--- src/common/asp_regs.svh ---
// register offsets, field positions, reset values and timing counts
`ifndef ASP_REGS_SVH
`define ASP_REGS_SVH

// ----------------------------------------
// register offsets
// ----------------------------------------
`define ASP_FORMAT_OFF 8'h07
`define ASP_OUTPUT_OFF 8'h08
`define ASP_LINK_OFF 8'h09

// ----------------------------------------
// reset values and write masks
// ----------------------------------------
`define ASP_FORMAT_RST 8'h30
`define ASP_OUTPUT_RST 8'h00
`define ASP_LINK_RST 8'h00
`define ASP_LINK_WMASK 8'hB0

// ----------------------------------------
// serial_format_config fields
// ----------------------------------------
`define ASP_FMT_HI 7
`define ASP_FMT_LO 6
`define ASP_WLEN_HI 5
`define ASP_WLEN_LO 4
`define ASP_FS_INV 3
`define ASP_BCK_INV 2
`define ASP_TX_EDGE 1
`define ASP_TX_FILL 0

// ----------------------------------------
// serial_output_config fields
// ----------------------------------------
`define ASP_LSB_HALF 7
`define ASP_KEEP_HI 6
`define ASP_KEEP_LO 5
`define ASP_OFS_HI 4
`define ASP_OFS_LO 0

// ----------------------------------------
// serial_link_config fields
// ----------------------------------------
`define ASP_CHAIN 7
`define ASP_ERRDET_OFF 5
`define ASP_RESUME_OFF 4

// ----------------------------------------
// timing
// ----------------------------------------
`define ASP_MCLK_MHZ 20
`define ASP_BUS_TIMEOUT_NS 3200
`define ASP_BUS_TIMEOUT_CYC ((`ASP_BUS_TIMEOUT_NS * `ASP_MCLK_MHZ) / 1000)

`endif

--- src/common/asp_pkg.sv ---
// types shared by the audio serial port design
package asp_pkg;

  typedef enum logic [1:0] {
    ASP_FMT_TDM = 2'b00,
    ASP_FMT_I2S = 2'b01,
    ASP_FMT_LJ = 2'b10,
    ASP_FMT_RSVD = 2'b11
  } asp_format_t;

  typedef enum logic [1:0] {
    ASP_ST_IDLE = 2'b00,
    ASP_ST_RUN = 2'b01,
    ASP_ST_ERROR = 2'b10,
    ASP_ST_HALT = 2'b11
  } asp_state_t;

  typedef struct packed {
    logic [31:0] pri;
    logic [31:0] sec;
  } asp_sample_t;

  typedef struct packed {
    logic data;
    logic oe_n;
    logic keeper;
  } asp_pin_t;

endpackage

--- src/rtl/asp_fifo.sv ---
// synchronous valid/ready fifo for the sample path
`timescale 1ns/1ps
module asp_fifo #(
  parameter int WIDTH = 64,
  parameter int DEPTH = 8
) (
  input wire logic mclk,
  input wire logic srst,
  input wire logic in_valid,
  output logic in_ready,
  input wire logic [WIDTH-1:0] in_data,
  output logic out_valid,
  input wire logic out_ready,
  output logic [WIDTH-1:0] out_data
);
  localparam int AW = $clog2(DEPTH);

  logic [WIDTH-1:0] mem_q [DEPTH];
  logic [AW-1:0] wr_q;
  logic [AW-1:0] rd_q;
  logic [AW:0] cnt_q;
  logic push;
  logic pop;

  assign in_ready = (cnt_q != DEPTH[AW:0]);
  assign out_valid = (cnt_q != '0);
  assign out_data = mem_q[rd_q];
  assign push = in_valid & in_ready;
  assign pop = out_valid & out_ready;

  function automatic logic [AW-1:0] nxt(input logic [AW-1:0] p);
    nxt = (p == AW'(DEPTH - 1)) ? '0 : p + 1'b1;
  endfunction

  always_ff @(posedge mclk) begin
    if (push) begin
      mem_q[wr_q] <= in_data;
    end
  end

  always_ff @(posedge mclk) begin
    if (srst) begin
      wr_q <= '0;
      rd_q <= '0;
      cnt_q <= '0;
    end else begin
      if (push) begin
        wr_q <= nxt(wr_q);
      end
      if (pop) begin
        rd_q <= nxt(rd_q);
      end
      if (push && !pop) begin
        cnt_q <= cnt_q + 1'b1;
      end else if (pop && !push) begin
        cnt_q <= cnt_q - 1'b1;
      end
    end
  end
endmodule

--- src/rtl/asp_port.sv ---
// audio serial output port: configuration registers and slot transmitter
`timescale 1ns/1ps
`include "asp_regs.svh"
module asp_port #(
  parameter int FIFO_DEPTH = 8
) (
  input wire logic mclk,
  input wire logic srst,
  input wire logic [7:0] reg_addr,
  input wire logic reg_wr,
  input wire logic reg_rd,
  input wire logic [7:0] reg_wdata,
  output logic [7:0] reg_rdata,
  input wire logic s_valid,
  output logic s_ready,
  input wire asp_pkg::asp_sample_t s_data,
  input wire logic bclk,
  input wire logic frame_sync,
  input wire logic chain_in,
  output asp_pkg::asp_pin_t pri_pin,
  output asp_pkg::asp_pin_t sec_pin,
  output logic bus_error,
  output logic port_halted
);
  localparam logic [11:0] CNT_MAX = 12'hFFF;
  localparam logic [7:0] TIMEOUT = 8'(`ASP_BUS_TIMEOUT_CYC);

  // ----------------------------------------
  // configuration registers
  // ----------------------------------------
  logic [7:0] fmt_cfg_q;
  logic [7:0] out_cfg_q;
  logic [7:0] link_cfg_q;
  logic cfg_write;

  assign cfg_write = reg_wr && (reg_addr == `ASP_FORMAT_OFF ||
    reg_addr == `ASP_OUTPUT_OFF || reg_addr == `ASP_LINK_OFF);

  always_ff @(posedge mclk) begin
    if (srst) begin
      fmt_cfg_q <= `ASP_FORMAT_RST;
      out_cfg_q <= `ASP_OUTPUT_RST;
      link_cfg_q <= `ASP_LINK_RST;
    end else if (reg_wr) begin
      if (reg_addr == `ASP_FORMAT_OFF) begin
        fmt_cfg_q <= reg_wdata;
      end
      if (reg_addr == `ASP_OUTPUT_OFF) begin
        out_cfg_q <= reg_wdata;
      end
      if (reg_addr == `ASP_LINK_OFF) begin
        link_cfg_q <= reg_wdata & `ASP_LINK_WMASK;
      end
    end
  end

  // reserved link bits are masked on write, so they read zero
  always_ff @(posedge mclk) begin
    if (srst) begin
      reg_rdata <= 8'h00;
    end else if (reg_rd) begin
      unique case (reg_addr)
        `ASP_FORMAT_OFF: reg_rdata <= fmt_cfg_q;
        `ASP_OUTPUT_OFF: reg_rdata <= out_cfg_q;
        `ASP_LINK_OFF: reg_rdata <= link_cfg_q;
        default: reg_rdata <= 8'h00;
      endcase
    end
  end

  asp_pkg::asp_format_t fmt;
  logic [1:0] keep_mode;
  logic [4:0] offset;
  logic tx_edge;
  logic fill_z;
  logic lsb_half;
  logic chain;
  logic det_off;
  logic resume_off;

  assign fmt = asp_pkg::asp_format_t'(fmt_cfg_q[`ASP_FMT_HI:`ASP_FMT_LO]);
  assign keep_mode = out_cfg_q[`ASP_KEEP_HI:`ASP_KEEP_LO];
  assign offset = out_cfg_q[`ASP_OFS_HI:`ASP_OFS_LO];
  assign tx_edge = fmt_cfg_q[`ASP_TX_EDGE];
  assign fill_z = fmt_cfg_q[`ASP_TX_FILL];
  assign lsb_half = out_cfg_q[`ASP_LSB_HALF];
  assign chain = link_cfg_q[`ASP_CHAIN];
  assign det_off = link_cfg_q[`ASP_ERRDET_OFF];
  assign resume_off = link_cfg_q[`ASP_RESUME_OFF];

  function automatic logic [5:0] slot_len(input logic [1:0] code);
    unique case (code)
      2'b00: slot_len = 6'd16;
      2'b01: slot_len = 6'd20;
      2'b10: slot_len = 6'd24;
      2'b11: slot_len = 6'd32;
    endcase
  endfunction

  // ----------------------------------------
  // link input synchronisers
  // ----------------------------------------
  logic bclk_m_q, bclk_s_q, fs_m_q, fs_s_q, ch_m_q, ch_s_q;

  always_ff @(posedge mclk) begin
    if (srst) begin
      bclk_m_q <= 1'b0;
      bclk_s_q <= 1'b0;
      fs_m_q <= 1'b0;
      fs_s_q <= 1'b0;
      ch_m_q <= 1'b0;
      ch_s_q <= 1'b0;
    end else begin
      bclk_m_q <= bclk;
      bclk_s_q <= bclk_m_q;
      fs_m_q <= frame_sync;
      fs_s_q <= fs_m_q;
      ch_m_q <= chain_in;
      ch_s_q <= ch_m_q;
    end
  end

  // ----------------------------------------
  // edge and frame detection
  // ----------------------------------------
  logic bclk_eff, bclk_p_q, rise, fall, launch, mid;
  logic fs_eff, fs_p_q, frame_start, right_start;

  // polarity inversions; I2S left half is sync low
  assign bclk_eff = bclk_s_q ^ fmt_cfg_q[`ASP_BCK_INV];
  assign fs_eff = fs_s_q ^ fmt_cfg_q[`ASP_FS_INV] ^
    (fmt == asp_pkg::ASP_FMT_I2S);
  assign rise = bclk_eff & ~bclk_p_q;
  assign fall = ~bclk_eff & bclk_p_q;
  // edge bit moves launch to the following edge
  assign launch = tx_edge ? rise : fall;
  assign mid = tx_edge ? fall : rise;
  // frame begins on sync edge seen at bit clock rise
  assign frame_start = rise & fs_eff & ~fs_p_q;
  assign right_start = rise & ~fs_eff & fs_p_q &
    (fmt != asp_pkg::ASP_FMT_TDM);

  always_ff @(posedge mclk) begin
    if (srst) begin
      bclk_p_q <= 1'b0;
      fs_p_q <= 1'b0;
    end else begin
      bclk_p_q <= bclk_eff;
      if (rise) begin
        fs_p_q <= fs_eff;
      end
    end
  end

  // ----------------------------------------
  // bit position counter
  // ----------------------------------------
  logic [11:0] cnt_q, pos0, rel, len12;
  logic active, is_msb, is_lsb;

  // count bit clocks from each frame start and, outside TDM, each right-half start
  always_ff @(posedge mclk) begin
    if (srst) begin
      cnt_q <= CNT_MAX;
    end else if (frame_start || right_start) begin
      cnt_q <= 12'h000;
    end else if (rise && cnt_q != CNT_MAX) begin
      cnt_q <= cnt_q + 12'h001;
    end
  end

  // offset applies to slot 0 of both halves
  assign pos0 = 12'(offset) + ((fmt == asp_pkg::ASP_FMT_I2S) ?
    12'h001 : 12'h000);
  assign len12 = 12'(slot_len(fmt_cfg_q[`ASP_WLEN_HI:`ASP_WLEN_LO]));
  assign rel = cnt_q - pos0;
  assign active = (cnt_q >= pos0) && (rel < len12) && (cnt_q != CNT_MAX);
  assign is_msb = active && (rel == 12'h000);
  assign is_lsb = active && (rel == len12 - 12'h001);

  // ----------------------------------------
  // error detection and run state
  // ----------------------------------------
  asp_pkg::asp_state_t state_q;
  logic [7:0] idle_q;
  logic [11:0] flen_q, last_len_q;
  logic have_len_q, mismatch, timeout, running;

  assign running = (state_q == asp_pkg::ASP_ST_RUN);
  assign mismatch = frame_start && have_len_q && (flen_q != last_len_q);
  assign timeout = (idle_q == TIMEOUT);

  // bit clock watchdog; link clock may rest before the first frame
  always_ff @(posedge mclk) begin
    if (srst || rise) begin
      idle_q <= 8'h00;
    end else if (!timeout) begin
      idle_q <= idle_q + 8'h01;
    end
  end

  always_ff @(posedge mclk) begin
    if (srst || timeout) begin
      flen_q <= 12'h000;
      last_len_q <= 12'h000;
      have_len_q <= 1'b0;
    end else if (frame_start) begin
      flen_q <= 12'h001;
      last_len_q <= flen_q;
      have_len_q <= (flen_q != 12'h000);
    end else if (rise && flen_q != CNT_MAX) begin
      flen_q <= flen_q + 12'h001;
    end
  end

  always_ff @(posedge mclk) begin
    if (srst) begin
      state_q <= asp_pkg::ASP_ST_IDLE;
    end else begin
      unique case (state_q)
        asp_pkg::ASP_ST_IDLE: begin
          if (frame_start) begin
            state_q <= asp_pkg::ASP_ST_RUN;
          end
        end
        asp_pkg::ASP_ST_RUN: begin
          // errors only while detection is enabled
          if (!det_off && (mismatch || timeout)) begin
            state_q <= asp_pkg::ASP_ST_ERROR;
          end
        end
        asp_pkg::ASP_ST_ERROR: begin
          // two equal frames count as recovery
          if (frame_start && have_len_q && !mismatch) begin
            state_q <= resume_off ? asp_pkg::ASP_ST_HALT :
              asp_pkg::ASP_ST_RUN;
          end
        end
        asp_pkg::ASP_ST_HALT: begin
          // held down until the host reconfigures
          if (cfg_write) begin
            state_q <= asp_pkg::ASP_ST_IDLE;
          end
        end
      endcase
    end
  end

  assign bus_error = (state_q == asp_pkg::ASP_ST_ERROR) ||
    (state_q == asp_pkg::ASP_ST_HALT);
  assign port_halted = !running;

  // ----------------------------------------
  // sample fifo and word hold
  // ----------------------------------------
  asp_pkg::asp_sample_t fifo_data, word_q, word_src;
  logic fifo_valid, pop;

  assign pop = fall && is_msb && running;

  asp_fifo #(
    .WIDTH($bits(asp_pkg::asp_sample_t)),
    .DEPTH(FIFO_DEPTH)
  ) u_fifo (
    .mclk(mclk),
    .srst(srst),
    .in_valid(s_valid),
    .in_ready(s_ready),
    .in_data(s_data),
    .out_valid(fifo_valid),
    .out_ready(pop),
    .out_data(fifo_data)
  );

  // underrun sends a zero word rather than stalling the link
  assign word_src = !is_msb ? word_q : (fifo_valid ? fifo_data : '0);

  always_ff @(posedge mclk) begin
    if (srst) begin
      word_q <= '0;
    end else if (pop) begin
      word_q <= word_src;
    end
  end

  // ----------------------------------------
  // bit selection for both data pins
  // ----------------------------------------
  logic [4:0] bit_idx;
  logic pri_now, sec_now, pri_drv, sec_drv, lsb_now;
  logic pri_pend_q, sec_pend_q, pri_dpend_q, sec_dpend_q, lsb_pend_q;

  // words are msb-justified, short slots use the top bits
  assign bit_idx = 5'd31 - rel[4:0];
  // daisy chain passes upstream data in unused cycles
  assign pri_now = active ? word_src.pri[bit_idx] : (chain & ch_s_q);
  assign sec_now = active ? word_src.sec[bit_idx] : 1'b0;
  assign pri_drv = running && (active || chain || !fill_z);
  // fill rule alone on the secondary pin; chain does not drive it
  assign sec_drv = running && (active || !fill_z);
  assign lsb_now = running && is_lsb;

  // bit is chosen at the fall; delayed launch replays it at the rise
  always_ff @(posedge mclk) begin
    if (srst) begin
      pri_pend_q <= 1'b0;
      sec_pend_q <= 1'b0;
      pri_dpend_q <= 1'b0;
      sec_dpend_q <= 1'b0;
      lsb_pend_q <= 1'b0;
    end else if (fall) begin
      pri_pend_q <= pri_now;
      sec_pend_q <= sec_now;
      pri_dpend_q <= pri_drv;
      sec_dpend_q <= sec_drv;
      lsb_pend_q <= lsb_now;
    end
  end

  // ----------------------------------------
  // pin drive, last bit and keeper
  // ----------------------------------------
  logic pri_d_q, sec_d_q, pri_en_q, sec_en_q, new_lsb;
  logic [1:0] lsb_ph_q;
  logic float_half, keep_on;

  assign new_lsb = tx_edge ? lsb_pend_q : lsb_now;

  // launch register fed from fall or delayed copy
  always_ff @(posedge mclk) begin
    if (srst) begin
      pri_d_q <= 1'b0;
      sec_d_q <= 1'b0;
      pri_en_q <= 1'b0;
      sec_en_q <= 1'b0;
    end else if (launch) begin
      pri_d_q <= tx_edge ? pri_pend_q : pri_now;
      sec_d_q <= tx_edge ? sec_pend_q : sec_now;
      pri_en_q <= tx_edge ? pri_dpend_q : pri_drv;
      sec_en_q <= tx_edge ? sec_dpend_q : sec_drv;
    end
  end

  // lsb phase: 1 first half, 2 second half, 3 half after
  always_ff @(posedge mclk) begin
    if (srst) begin
      lsb_ph_q <= 2'd0;
    end else if (launch) begin
      lsb_ph_q <= new_lsb ? 2'd1 : ((lsb_ph_q == 2'd2) ? 2'd3 : 2'd0);
    end else if (mid) begin
      lsb_ph_q <= (lsb_ph_q == 2'd1) ? 2'd2 : 2'd0;
    end
  end

  // optional float in the second half of the lsb
  assign float_half = lsb_half && (lsb_ph_q == 2'd2);

  always_comb begin
    unique case (keep_mode)
      2'd0: keep_on = 1'b0;
      2'd1: keep_on = 1'b1;
      2'd2: keep_on = (lsb_ph_q == 2'd1) || (lsb_ph_q == 2'd2);
      2'd3: keep_on = (lsb_ph_q != 2'd0);
    endcase
  end

  // one keeper and lsb float control serves both pins
  // leaving run floats at once; a stopped bit clock brings no launch
  assign pri_pin.data = pri_d_q;
  assign pri_pin.oe_n = !pri_en_q || float_half || !running;
  assign pri_pin.keeper = keep_on;
  assign sec_pin.data = sec_d_q;
  assign sec_pin.oe_n = !sec_en_q || float_half || !running;
  assign sec_pin.keeper = keep_on;
endmodule

--- config.mk ---
export PLATFORM = sky130hd
export DESIGN_NAME = asp_port
export DESIGN_NICKNAME = d
export VERILOG_FILES = /design/src/common/asp_pkg.sv /design/src/rtl/asp_fifo.sv /design/src/rtl/asp_port.sv
export VERILOG_INCLUDE_DIRS = /design/src /design/src/common
export SDC_FILE = /design/constraint.sdc
export NUM_CORES = 1
export LEC_CHECK = 0
export ABC_CLOCK_PERIOD_IN_PS = 9900
export BUFFER_PORTS_ARGS = -buffer_cell sky130_fd_sc_hd__buf_2
export CELL_PAD_IN_SITES_DETAIL_PLACEMENT = 2
export CELL_PAD_IN_SITES_GLOBAL_PLACEMENT = 2
export CORE_MARGIN = 10
export CORE_UTILIZATION = 43
export CTS_BUF_LIST = sky130_fd_sc_hd__clkbuf_4 sky130_fd_sc_hd__clkbuf_8
export CTS_CLUSTER_DIAMETER = 150
export DETAILED_ROUTE_END_ITERATION = 10
export PLACE_DENSITY_LB_ADDON = 0.1
export SLEW_MARGIN = 0
export SYNTH_ARGS = -nofsm -noshare
export SYNTH_HDL_FRONTEND = slang
export SYNTH_SLANG_ARGS = --single-unit
export TNS_END_PERCENT = 10
--- constraint.sdc ---
create_clock -name mclk -period 9.9 [get_ports mclk]
set_clock_uncertainty 0.15 [all_clocks]
set_input_delay 2.97 -clock mclk [delete_from_list [all_inputs] [get_ports mclk]]
set_output_delay 2.97 -clock mclk [all_outputs]
set_load 0.03 [all_outputs]
==> run metrics, run 1 <==
count leader, synth edfxtp_1; total track usage 0.2117; CP required 10.39 ns; GPL Wtd Cong 0.7877; Power per Cell Area 201.2 nW/um^2; I/O pin count 105; nets 2123; Synth top area share 0.5506; Reg clk slew, reported paths 0.06 ns; Slew Viols, Final 0; WL/cell 26.80 um; Top cell by count, worst path ha_1; crit-path max FO 27; layout cells sized above 1 0.2329; PortBufs 104; setup bufs post-CTS 0; PnR worst setup slack 3.053 ns; critical path class register to register; largest net degree at the start of global routing 104; Die ar. 75530 sq um; HPWL Detailed 49490 um; placed cell count 2741; via count 16670; Switching Fraction 0.2483; Antenna Nets Post-Route 0; initial core utilization 0.4340; vias per inst 5.654; status finished, final reports clean; Pre-Repair DR Iteration Count 5; P_leak 10.41 nW; first-pass GRT wire length 121200 um; VDD IR max 0.1341 mV; met2 WL 40210 um; setup tns final 0 ns; Synth top cells by count edfxtp_1 (512), dfxtp_1 (170), nor2_1 (151); Num CTS Buffers 113; largest area contributor in the netlist edfxtp_1; Startpoint Class register; Internal 4.808 mW; Core ar. 64350 sq um; CP max stage cell or4_1; Worst-Skew Late Latency 0.72 ns; die height 274.8 um; Iter 0 DRT Violations 1013; Final period util 0.6917; worst-margin pin slew 1.133 ns; min cycle time layout 6.847 ns; number of flops mapped to enable cells by yosys 512; synth top area cells edfxtp_1 (55%), dfxtp_1 (12%), mux4_2 (11%); Clock Sink Count 682; P_sw 1.589 mW; drt drc 0; clk buf depth 3; crit path DAT 7.34 ns; CTS tree yes; site row count 93; sequential share of the synthesized area 0.6725; post-cts repair resize count 0; WHS 0.3059 ns; initial antenna violation count 6; M1 wire length 33430 um; grt total ovfl 0; vias in the first global route 18760; Async S/R FF share, synth 0; # hold bufs at CTS 0; final std cells w/o fill 2948; Gate power share 0.086; Synth Net Count 1984; clock share of power 0.410; Netlist cell types 72; ys flop type edfxtp_1; # setup viols final 0; cell count after synthesis 1862; Root Buffer clkbuf_8; die width 274.8 um; Syn Std Cell Area 27920 sq um; uppermost layer routed met5; Max Freq 0.1460 GHz; Max Cap Viol 0; synthesized flop and latch total 682; Slew Limit Headroom 0.2419; yosys warns 0; worst slack, placed 3.095 ns; final core utilization 0.4940; final hold viol count 0; Critical Path End Type register; Routed WL 79010 um; RSZ-0062 raised after global routing no; H-tree Lvls 3; max incr delay on CP 0.65 ns; Hold/Removal Path Class register to register; Reg power frac 0.504; Syn Area/Cell 15.00 sq um; metal3 WL 3017 um; Syn-to-layout area delta 13.84%
==> per-stage QoR <==
stage | power, mW | area, sq um
after floorplan | 3.600 | 27930
after global placement | 3.793 | 29390
after detailed placement | 3.834 | 29390
after CTS | 6.472 | 31780
after global routing | 6.648 | 31790
final | 6.397 | 31790
==> power groups by stage <==
stage / combinational (mW) / sequential [mW] / clock (mW)
2_1_floorplan: 0.324 / 3.28 / 0
3_3_place_gp: 0.522 / 3.27 / 0
3_5_place_dp: 0.550 / 3.28 / 0
4_1_cts: 0.556 / 3.23 / 2.69
5_1_grt: 0.601 / 3.23 / 2.81
6_report: 0.548 / 3.23 / 2.62
==> final timing paths <==
| check | startpoint | endpoint | slack, ns | depth (start not counted) |
|---|---|---|---|---|
| setup / recovery | fmt_cfg_q[6]$_SDFFE_PP0P_ | u_fifo.cnt_q[3]$_SDFFE_PP0P_ | 3.05 | 25 |
| hold / removal | ch_m_q$_SDFF_PP0_ | ch_s_q$_SDFF_PP0_ | 0.31 | 1 |
| setup reg to reg | fmt_cfg_q[6]$_SDFFE_PP0P_ | u_fifo.cnt_q[3]$_SDFFE_PP0P_ | 3.05 | 25 |
| hold reg to reg | ch_m_q$_SDFF_PP0_ | ch_s_q$_SDFF_PP0_ | 0.31 | 1 |
==> metal layers <==
| metal | global-route usage | vias to the layer above |
|---|---|---|
| met1 | 0.2699 | 8750 |
| met5 | 0 | - |
| met2 | 0.3637 | 352 |
| met4 | 0.07176 | 8 |
| met3 | 0.03404 | 130 |
| li1 | - | 7427 |
==> flip-flops by register name, summed over array words and instances, names as in the netlist, 2 cells and up, named ones only <==
name / count
u_fifo.mem_q: 512
word_q: 64
cnt_q: 12
flen_q: 12
last_len_q: 12
fmt_cfg_q: 8
idle_q: 8
out_cfg_q: 8
reg_rdata: 8
u_fifo.cnt_q: 4
link_cfg_q: 3
u_fifo.rd_q: 3
u_fifo.wr_q: 3
lsb_ph_q: 2
state_q: 2
==> cell usage in the layout, fill, tap and decap left out, types with 38 or more instances in the layout <==
cell type  instances
nand2_1          143
dfxtp_1          167
edfxtp_1         512
clkbuf_4          38
a21oi_1          132
nor2_1           150
mux2i_1           83
buf_2            103
clkbuf_8         133
nor3_1            53
mux4_2           131
==> layout make-up <==
cell class | count | area (sq um)
Sequential cell | 682 | 18790
Tap cell | 855 | 1070
Multi-Input combinational cell | 1041 | 8642
Antenna cell | 2 | 5.005
Clock inverter | 34 | 282.8
Inverter | 25 | 93.84
Clock buffer | 171 | 2116
Timing Repair Buffer | 138 | 790.8
Fill cell | 6024 | 32560
==> worst max-delay path: cells and delay by family (launching register included) <==
family	cells	cell delay (ns)
AOI/OAI and AO/OA	6	1.05
xor gates and xnor gates	3	0.63
adders and majority gates	6	1.61
buffers and inverters	3	0.78
DFF	1	0.38
and+or+nand+nor	7	2.20
==> kinds of logic after synthesis <==
kind of cell               synth area share
muxes                                0.1372
buffers and inverters               0.02070
adders and majority gates           0.01577
AOI/OAI and AO/OA                   0.05744
DFF                                  0.6725
and+or+nand+nor                     0.07895
xor gates and xnor gates            0.01752
Note: power is estimated with default switching activity, not from simulation.
==> run 2: changes to the inputs <==
ABC_AREA = 1   (was unset)
ABC_CLOCK_PERIOD_IN_PS = 5900   (was 9900)
CORE_UTILIZATION = 39   (was 43)
clock period = 5.9 ns   (was 9.9 ns; I/O delays follow)
==> run metrics, run 2 <==
Synth Net Count 2881 (was 1984); final hold viol count 0 (unchanged); max reg flops 512 (unchanged); grt total ovfl 0 (unchanged); worst r2r dst u_fifo.cnt_q[3]$_SDFFE_PP0P_ (unchanged); Die ar. 85720 sq um (was 75530 sq um); VDD IR max 0.2079 mV (was 0.1341 mV); commonest non-fill, non-tap cells in the layout edfxtp_1 (512), nor2_1 (475), o21ai_0 (428) (was edfxtp_1 (512), dfxtp_1 (167), nor2_1 (150)); Root Buffer clkbuf_8 (unchanged); site row count 99 (was 93); crit-path max FO 18 (was 27); Hold/Removal Path Class register to register (unchanged); min cycle time layout 5.401 ns (was 6.847 ns); CP max stage cell ha_1 (was or4_1); Antenna Nets Post-Route 0 (unchanged); clk buf depth 3 (unchanged); vias per inst 5.651 (was 5.654); Slew Limit Headroom 0.2513 (was 0.2419); Syn Std Cell Area 29020 sq um (was 27920 sq um); HPWL Detailed 56630 um (was 49490 um); setup tns final 0 ns (unchanged); CTS tree yes (unchanged); via count 22060 (was 16670); nets 2967 (was 2123); die width 292.8 um (was 274.8 um); Num CTS Buffers 117 (was 113); Hold Path Origin fs_m_q$_SDFF_PP0_ (was ch_m_q$_SDFF_PP0_); Reg with most FFs u_fifo.mem_q (unchanged); Pre-Repair DR Iteration Count 5 (unchanged); max incr delay on CP 0.37 ns (was 0.65 ns); # setup viols final 0 (unchanged); GPL Wtd Cong 0.7605 (was 0.7877); P_leak 11.84 nW (was 10.41 nW); Worst-Skew Late Latency 0.78 ns (was 0.72 ns); total track usage 0.2182 (was 0.2117); Syn Area/Cell 10.52 sq um (was 15.00 sq um); worst r2r path cells 33 (was 25); final std cells w/o fill 3903 (was 2948); Synth top area share 0.5298 (was 0.5506); worst-margin pin slew 1.123 ns (was 1.133 ns); synth top area cells edfxtp_1 (53%), dfxtp_1 (12%), o21ai_0 (7.4%) (was edfxtp_1 (55%), dfxtp_1 (12%), mux4_2 (11%)); synthesized flop and latch total 682 (unchanged); RSZ-0062 raised after global routing no (unchanged); number of flops mapped to enable cells by yosys 512 (unchanged); Core ar. 73330 sq um (was 64350 sq um); WL/cell 24.47 um (was 26.80 um); Clock Sink Count 682 (unchanged); r2r setup slk 0.50 ns (was 3.05 ns); critical path class register to register (unchanged); Synth top cells by count edfxtp_1 (512), nor2_1 (484), o21ai_0 (428) (was edfxtp_1 (512), dfxtp_1 (170), nor2_1 (151)); count leader, synth edfxtp_1 (unchanged); Max Freq 0.1852 GHz (was 0.1460 GHz); vias in the first global route 24460 (was 18760); CP endpoint u_fifo.cnt_q[3]$_SDFFE_PP0P_ (unchanged); worst slack, placed 0.2509 ns (was 3.095 ns); Final period util 0.9154 (was 0.6917); Startpoint Class register (unchanged); post-cts repair resize count 0 (unchanged); Async S/R FF share, synth 0 (unchanged); ys flop type edfxtp_1 (unchanged); die height 292.8 um (was 274.8 um); Top cell by count, worst path ha_1 (unchanged); Routed WL 95520 um (was 79010 um); drt drc 0 (unchanged); sequential share of the synthesized area 0.6471 (was 0.6725); crit path from fmt_cfg_q[6]$_SDFFE_PP0P_ (unchanged); Syn-to-layout area delta 13.56% (was 13.84%); # hold bufs at CTS 0 (unchanged); first-pass GRT wire length 146600 um (was 121200 um); initial antenna violation count 5 (was 6); Critical Path End Type register (unchanged); status finished, final reports clean (unchanged); Reg clk slew, reported paths 0.06 ns (about the same); largest registers u_fifo.mem_q: 512 flops, word_q: 64 flops (unchanged); setup bufs post-CTS 0 (unchanged); Max Cap Viol 0 (unchanged); Iter 0 DRT Violations 1369 (was 1013); layout cells sized above 1 0.1369 (was 0.2329); crit path DAT 5.86 ns (was 7.34 ns); CP required 6.36 ns (was 10.39 ns); largest area contributor in the netlist edfxtp_1 (unchanged); PortBufs 104 (unchanged); placed cell count 3685 (was 2741); Power per Cell Area 328.6 nW/um^2 (was 201.2 nW/um^2); Slew Viols, Final 0 (unchanged); worst reg2reg startpoint fmt_cfg_q[6]$_SDFFE_PP0P_ (unchanged); yosys warns 0 (unchanged); most common cell after layout, fill and taps aside edfxtp_1 (unchanged); I/O pin count 105 (unchanged); Netlist cell types 52 (was 72); cell count after synthesis 2759 (was 1862); H-tree Lvls 3 (unchanged); largest net degree at the start of global routing 134 (was 104); PnR worst setup slack 0.4992 ns (was 3.053 ns); initial core utilization 0.3957 (was 0.4340)
[run 2: cell types whose count changed after synthesis, moves of 45 or more]
cell / delta
a21oi_1: -70
clkbuf_1: +45
inv_1: +92
mux2i_1: -83
mux4_2: -131
nand2_1: +97
nand3_1: +111
nor2_1: +333
nor3_1: -45
o21ai_0: +406
o22ai_1: +110
[run 2: layout make-up]
class                           instances  area (sq um)
Fill cell                            7618         40370
Tap cell                              959          1200
Inverter                              126         485.5
Clock inverter                         36         245.2
Antenna cell                            1         2.502
Multi-Input combinational cell       1769          9037
Sequential cell                       682         18790
Clock buffer                          181          2216
Timing Repair Buffer                  149         983.4
[run 2: logic make-up after synthesis]
group	Yosys count	synth area share
AND/OR/NAND/NOR	967	0.1408
buffers and inverters	308	0.04480
XOR/XNOR	32	0.009657
AO/OA/AOI/OAI	736	0.1425
adder cells (fa/ha/maj)	34	0.01518
flip-flops	682	0.6471
[run 2: worst min-delay path by stage]
| stage | to | slack, ns | cells after the start |
|---|---|---|---|
| after floorplan | bclk_s_q$_SDFF_PP0_ | 0.24 | 2 |
| after global placement | bclk_s_q$_SDFF_PP0_ | 0.25 | 2 |
| after detailed placement | fs_s_q$_SDFF_PP0_ | 0.26 | 2 |
| after CTS | fs_s_q$_SDFF_PP0_ | 0.26 | 2 |
| after global routing | fs_s_q$_SDFF_PP0_ | 0.30 | 2 |
| final | fs_s_q$_SDFF_PP0_ | 0.25 | 2 |
[run 2: per-stage QoR]
step	hold WS [ns]	power, mW	util	instance area [sq um]
after floorplan	0.2383	5.987	-	29020
after global placement	0.2539	6.406	0.4156	30480
after detailed placement	0.2598	6.460	0.4156	30480
after CTS	0.2582	10.96	0.4492	32940
after global routing	0.2975	11.26	0.4494	32960
final	0.2486	10.83	0.4494	32960
[run 2: metal layers]
metal	vias up	part of all wire	global-route usage
met5	-	0.00059	0
met4	8	0.022	0.06098
met3	144	0.033	0.03094
met2	371	0.51	0.3936
met1	11440	0.43	0.2687
li1	10090	-	-
[run 2: where the power goes]
group	switching, mW	internal (mW)
clock network	2.03	2.45
registers	0.0626	5.33
logic	0.712	0.252
[run 2: worst max-delay path, delay by kind of cell, from the launching register on]
kind	cells	cell delay, ns
flops	1	0.35
compound gates	5	0.83
fa+ha+maj	6	1.52
buf+inv	6	0.62
simple gates	15	1.73
xor+xnor	1	0.08
==> run 3: changes to the inputs <==
BUFFER_PORTS_ARGS = -buffer_cell sky130_fd_sc_hd__clkbuf_2   (was -buffer_cell sky130_fd_sc_hd__buf_2)
CELL_PAD_IN_SITES_DETAIL_PLACEMENT = unset   (was 2)
CELL_PAD_IN_SITES_GLOBAL_PLACEMENT = unset   (was 2)
CORE_UTILIZATION = 50   (was 39)
PLACE_DENSITY = 0.69   (was unset)
PLACE_DENSITY_LB_ADDON = unset   (was 0.1)
==> run metrics, run 3 (same netlist as run 2, synthesis figures left out) <==
status finished, final reports clean (unchanged); CTS tree yes (unchanged); site row count 88 (was 99); clk buf depth 3 (unchanged); RSZ-0062 raised after global routing no (unchanged); worst slack, placed 0.4827 ns (was 0.2509 ns); post-cts repair resize count 0 (unchanged); Clock Sink Count 682 (unchanged); Core ar. 57590 sq um (was 73330 sq um); CP required 6.31 ns (was 6.36 ns); final core utilization 0.5622 (was 0.4494); Reg clk slew, reported paths 0.06 ns (about the same); Slew Viols, Final 0 (unchanged); Pre-Repair DR Iteration Count 6 (was 5); Syn-to-layout area delta 11.56% (was 13.56%); first-pass GRT wire length 115600 um (was 146600 um); setup bufs post-CTS 0 (unchanged); WHS 0.2604 ns (was 0.2486 ns); final hold viol count 0 (unchanged); Sequential Area 18790 sq um (unchanged); P_leak 11.64 nW (was 11.84 nW); Hold/Removal Path Class register to register (unchanged); via count 21590 (was 22060); Num CTS Buffers 108 (was 117); Final Cell Area 32370 sq um (was 32960 sq um); Die ar. 68080 sq um (was 85720 sq um); commonest non-fill, non-tap cells in the layout edfxtp_1 (512), nor2_1 (475), o21ai_0 (428) (unchanged); Antenna Nets Post-Route 0 (unchanged); setup tns final 0 ns (unchanged); Iter 0 DRT Violations 2127 (was 1369); PortBufs 104 (unchanged); nets 2947 (was 2967); largest registers u_fifo.mem_q: 512 flops, word_q: 64 flops (unchanged); crit-path max FO 18 (unchanged); Filler cells 4774 (was 7618); Bufs and invs on worst path 5 (was 6); Root Buffer clkbuf_8 (unchanged); Max Cap Viol 0 (unchanged); total track usage 0.2138 (was 0.2182); VDD IR max 0.2198 mV (was 0.2079 mV); min cycle time layout 5.350 ns (was 5.401 ns); PnR worst setup slack 0.5497 ns (was 0.4992 ns); GPL Wtd Cong 0.8527 (was 0.7605); vias per inst 5.870 (was 5.651); Top delay family on crit path simple AND/OR/NAND/NOR gates (unchanged); Top cell by count, worst path ha_1 (unchanged); layout cells sized above 1 0.1244 (was 0.1369); die width 260.9 um (was 292.8 um); WL/cell 20.06 um (was 24.47 um); HPWL Detailed 40830 um (was 56630 um); # hold bufs at CTS 0 (unchanged); CP max stage cell dfxtp_1 (was ha_1); most common cell after layout, fill and taps aside edfxtp_1 (unchanged); grt total ovfl 0 (unchanged); Critical Path End Type register (unchanged); placed cell areas 30180 sq um (was 30480 sq um); initial core utilization 0.5040 (was 0.3957); Slew Limit Headroom 0.2171 (was 0.2513); Final period util 0.9068 (was 0.9154); drt drc 0 (unchanged); vias in the first global route 21130 (was 24460); Reg with most FFs u_fifo.mem_q (unchanged); Max Freq 0.1869 GHz (was 0.1852 GHz); Power per Cell Area 318.4 nW/um^2 (was 328.6 nW/um^2); largest net degree at the start of global routing 199 (was 134); multi-input logic area 9037 sq um (unchanged); Startpoint Class register (unchanged); critical path class register to register (unchanged); H-tree Lvls 3 (unchanged); Routed WL 73770 um (was 95520 um); # setup viols final 0 (unchanged); Worst-Skew Late Latency 0.72 ns (was 0.78 ns); initial antenna violation count 5 (unchanged); max reg flops 512 (unchanged); I/O pin count 105 (unchanged); max incr delay on CP 0.33 ns (was 0.37 ns); crit path DAT 5.77 ns (was 5.86 ns); die height 260.9 um (was 292.8 um); worst-margin pin slew 1.164 ns (was 1.123 ns)
run 3: cell type report:
class / count / area share
multi-input combinational: 1769 / 0.2791
tap: 765 / 0.02957
clock buffer: 152 / 0.05747
timing repair buffer: 138 / 0.02860
sequential: 682 / 0.5803
inverter: 126 / 0.01492
clock inverter: 43 / 0.009855
antenna: 2 / 0.0001546
run 3: per-layer routing:
metal | global-route usage | wire length, um
met1 | 0.2766 | 30470
met2 | 0.3486 | 35400
met3 | 0.04182 | 5713
met4 | 0.08865 | 2156
met5 | 0 | 37
run 3: worst min-delay path: stages, from the launching register on:
cell,delay (ns)
dfxtp_1,0.30
inv_1,0.04
nor2_1,0.03
run 3: path summary, 6_finish.rpt:
path | endpoint | cells after the start | slack (ns) | from
setup / recovery | u_fifo.cnt_q[3]$_SDFFE_PP0P_ | 31 | 0.55 | fmt_cfg_q[6]$_SDFFE_PP0P_
hold / removal | bclk_s_q$_SDFF_PP0_ | 2 | 0.26 | bclk_m_q$_SDFF_PP0_
setup reg to reg | u_fifo.cnt_q[3]$_SDFFE_PP0P_ | 31 | 0.55 | fmt_cfg_q[6]$_SDFFE_PP0P_
hold reg to reg | bclk_s_q$_SDFF_PP0_ | 2 | 0.26 | bclk_m_q$_SDFF_PP0_
run 3: through the flow:
stage	power [mW]	instances
6_report	10.31	3677
5_1_grt	10.67	3677
4_1_cts	10.36	3675
3_5_place_dp	6.354	3480
3_3_place_gp	6.331	3480
2_1_floorplan	5.987	2759
run 3: power breakdown:
part	internal (mW)	leakage, nW	total [mW]	switching (mW)
combinational	0.249	4.46	0.881	0.633
sequential	5.33	6.02	5.38	0.0531
clock	2.21	1.16	4.05	1.83
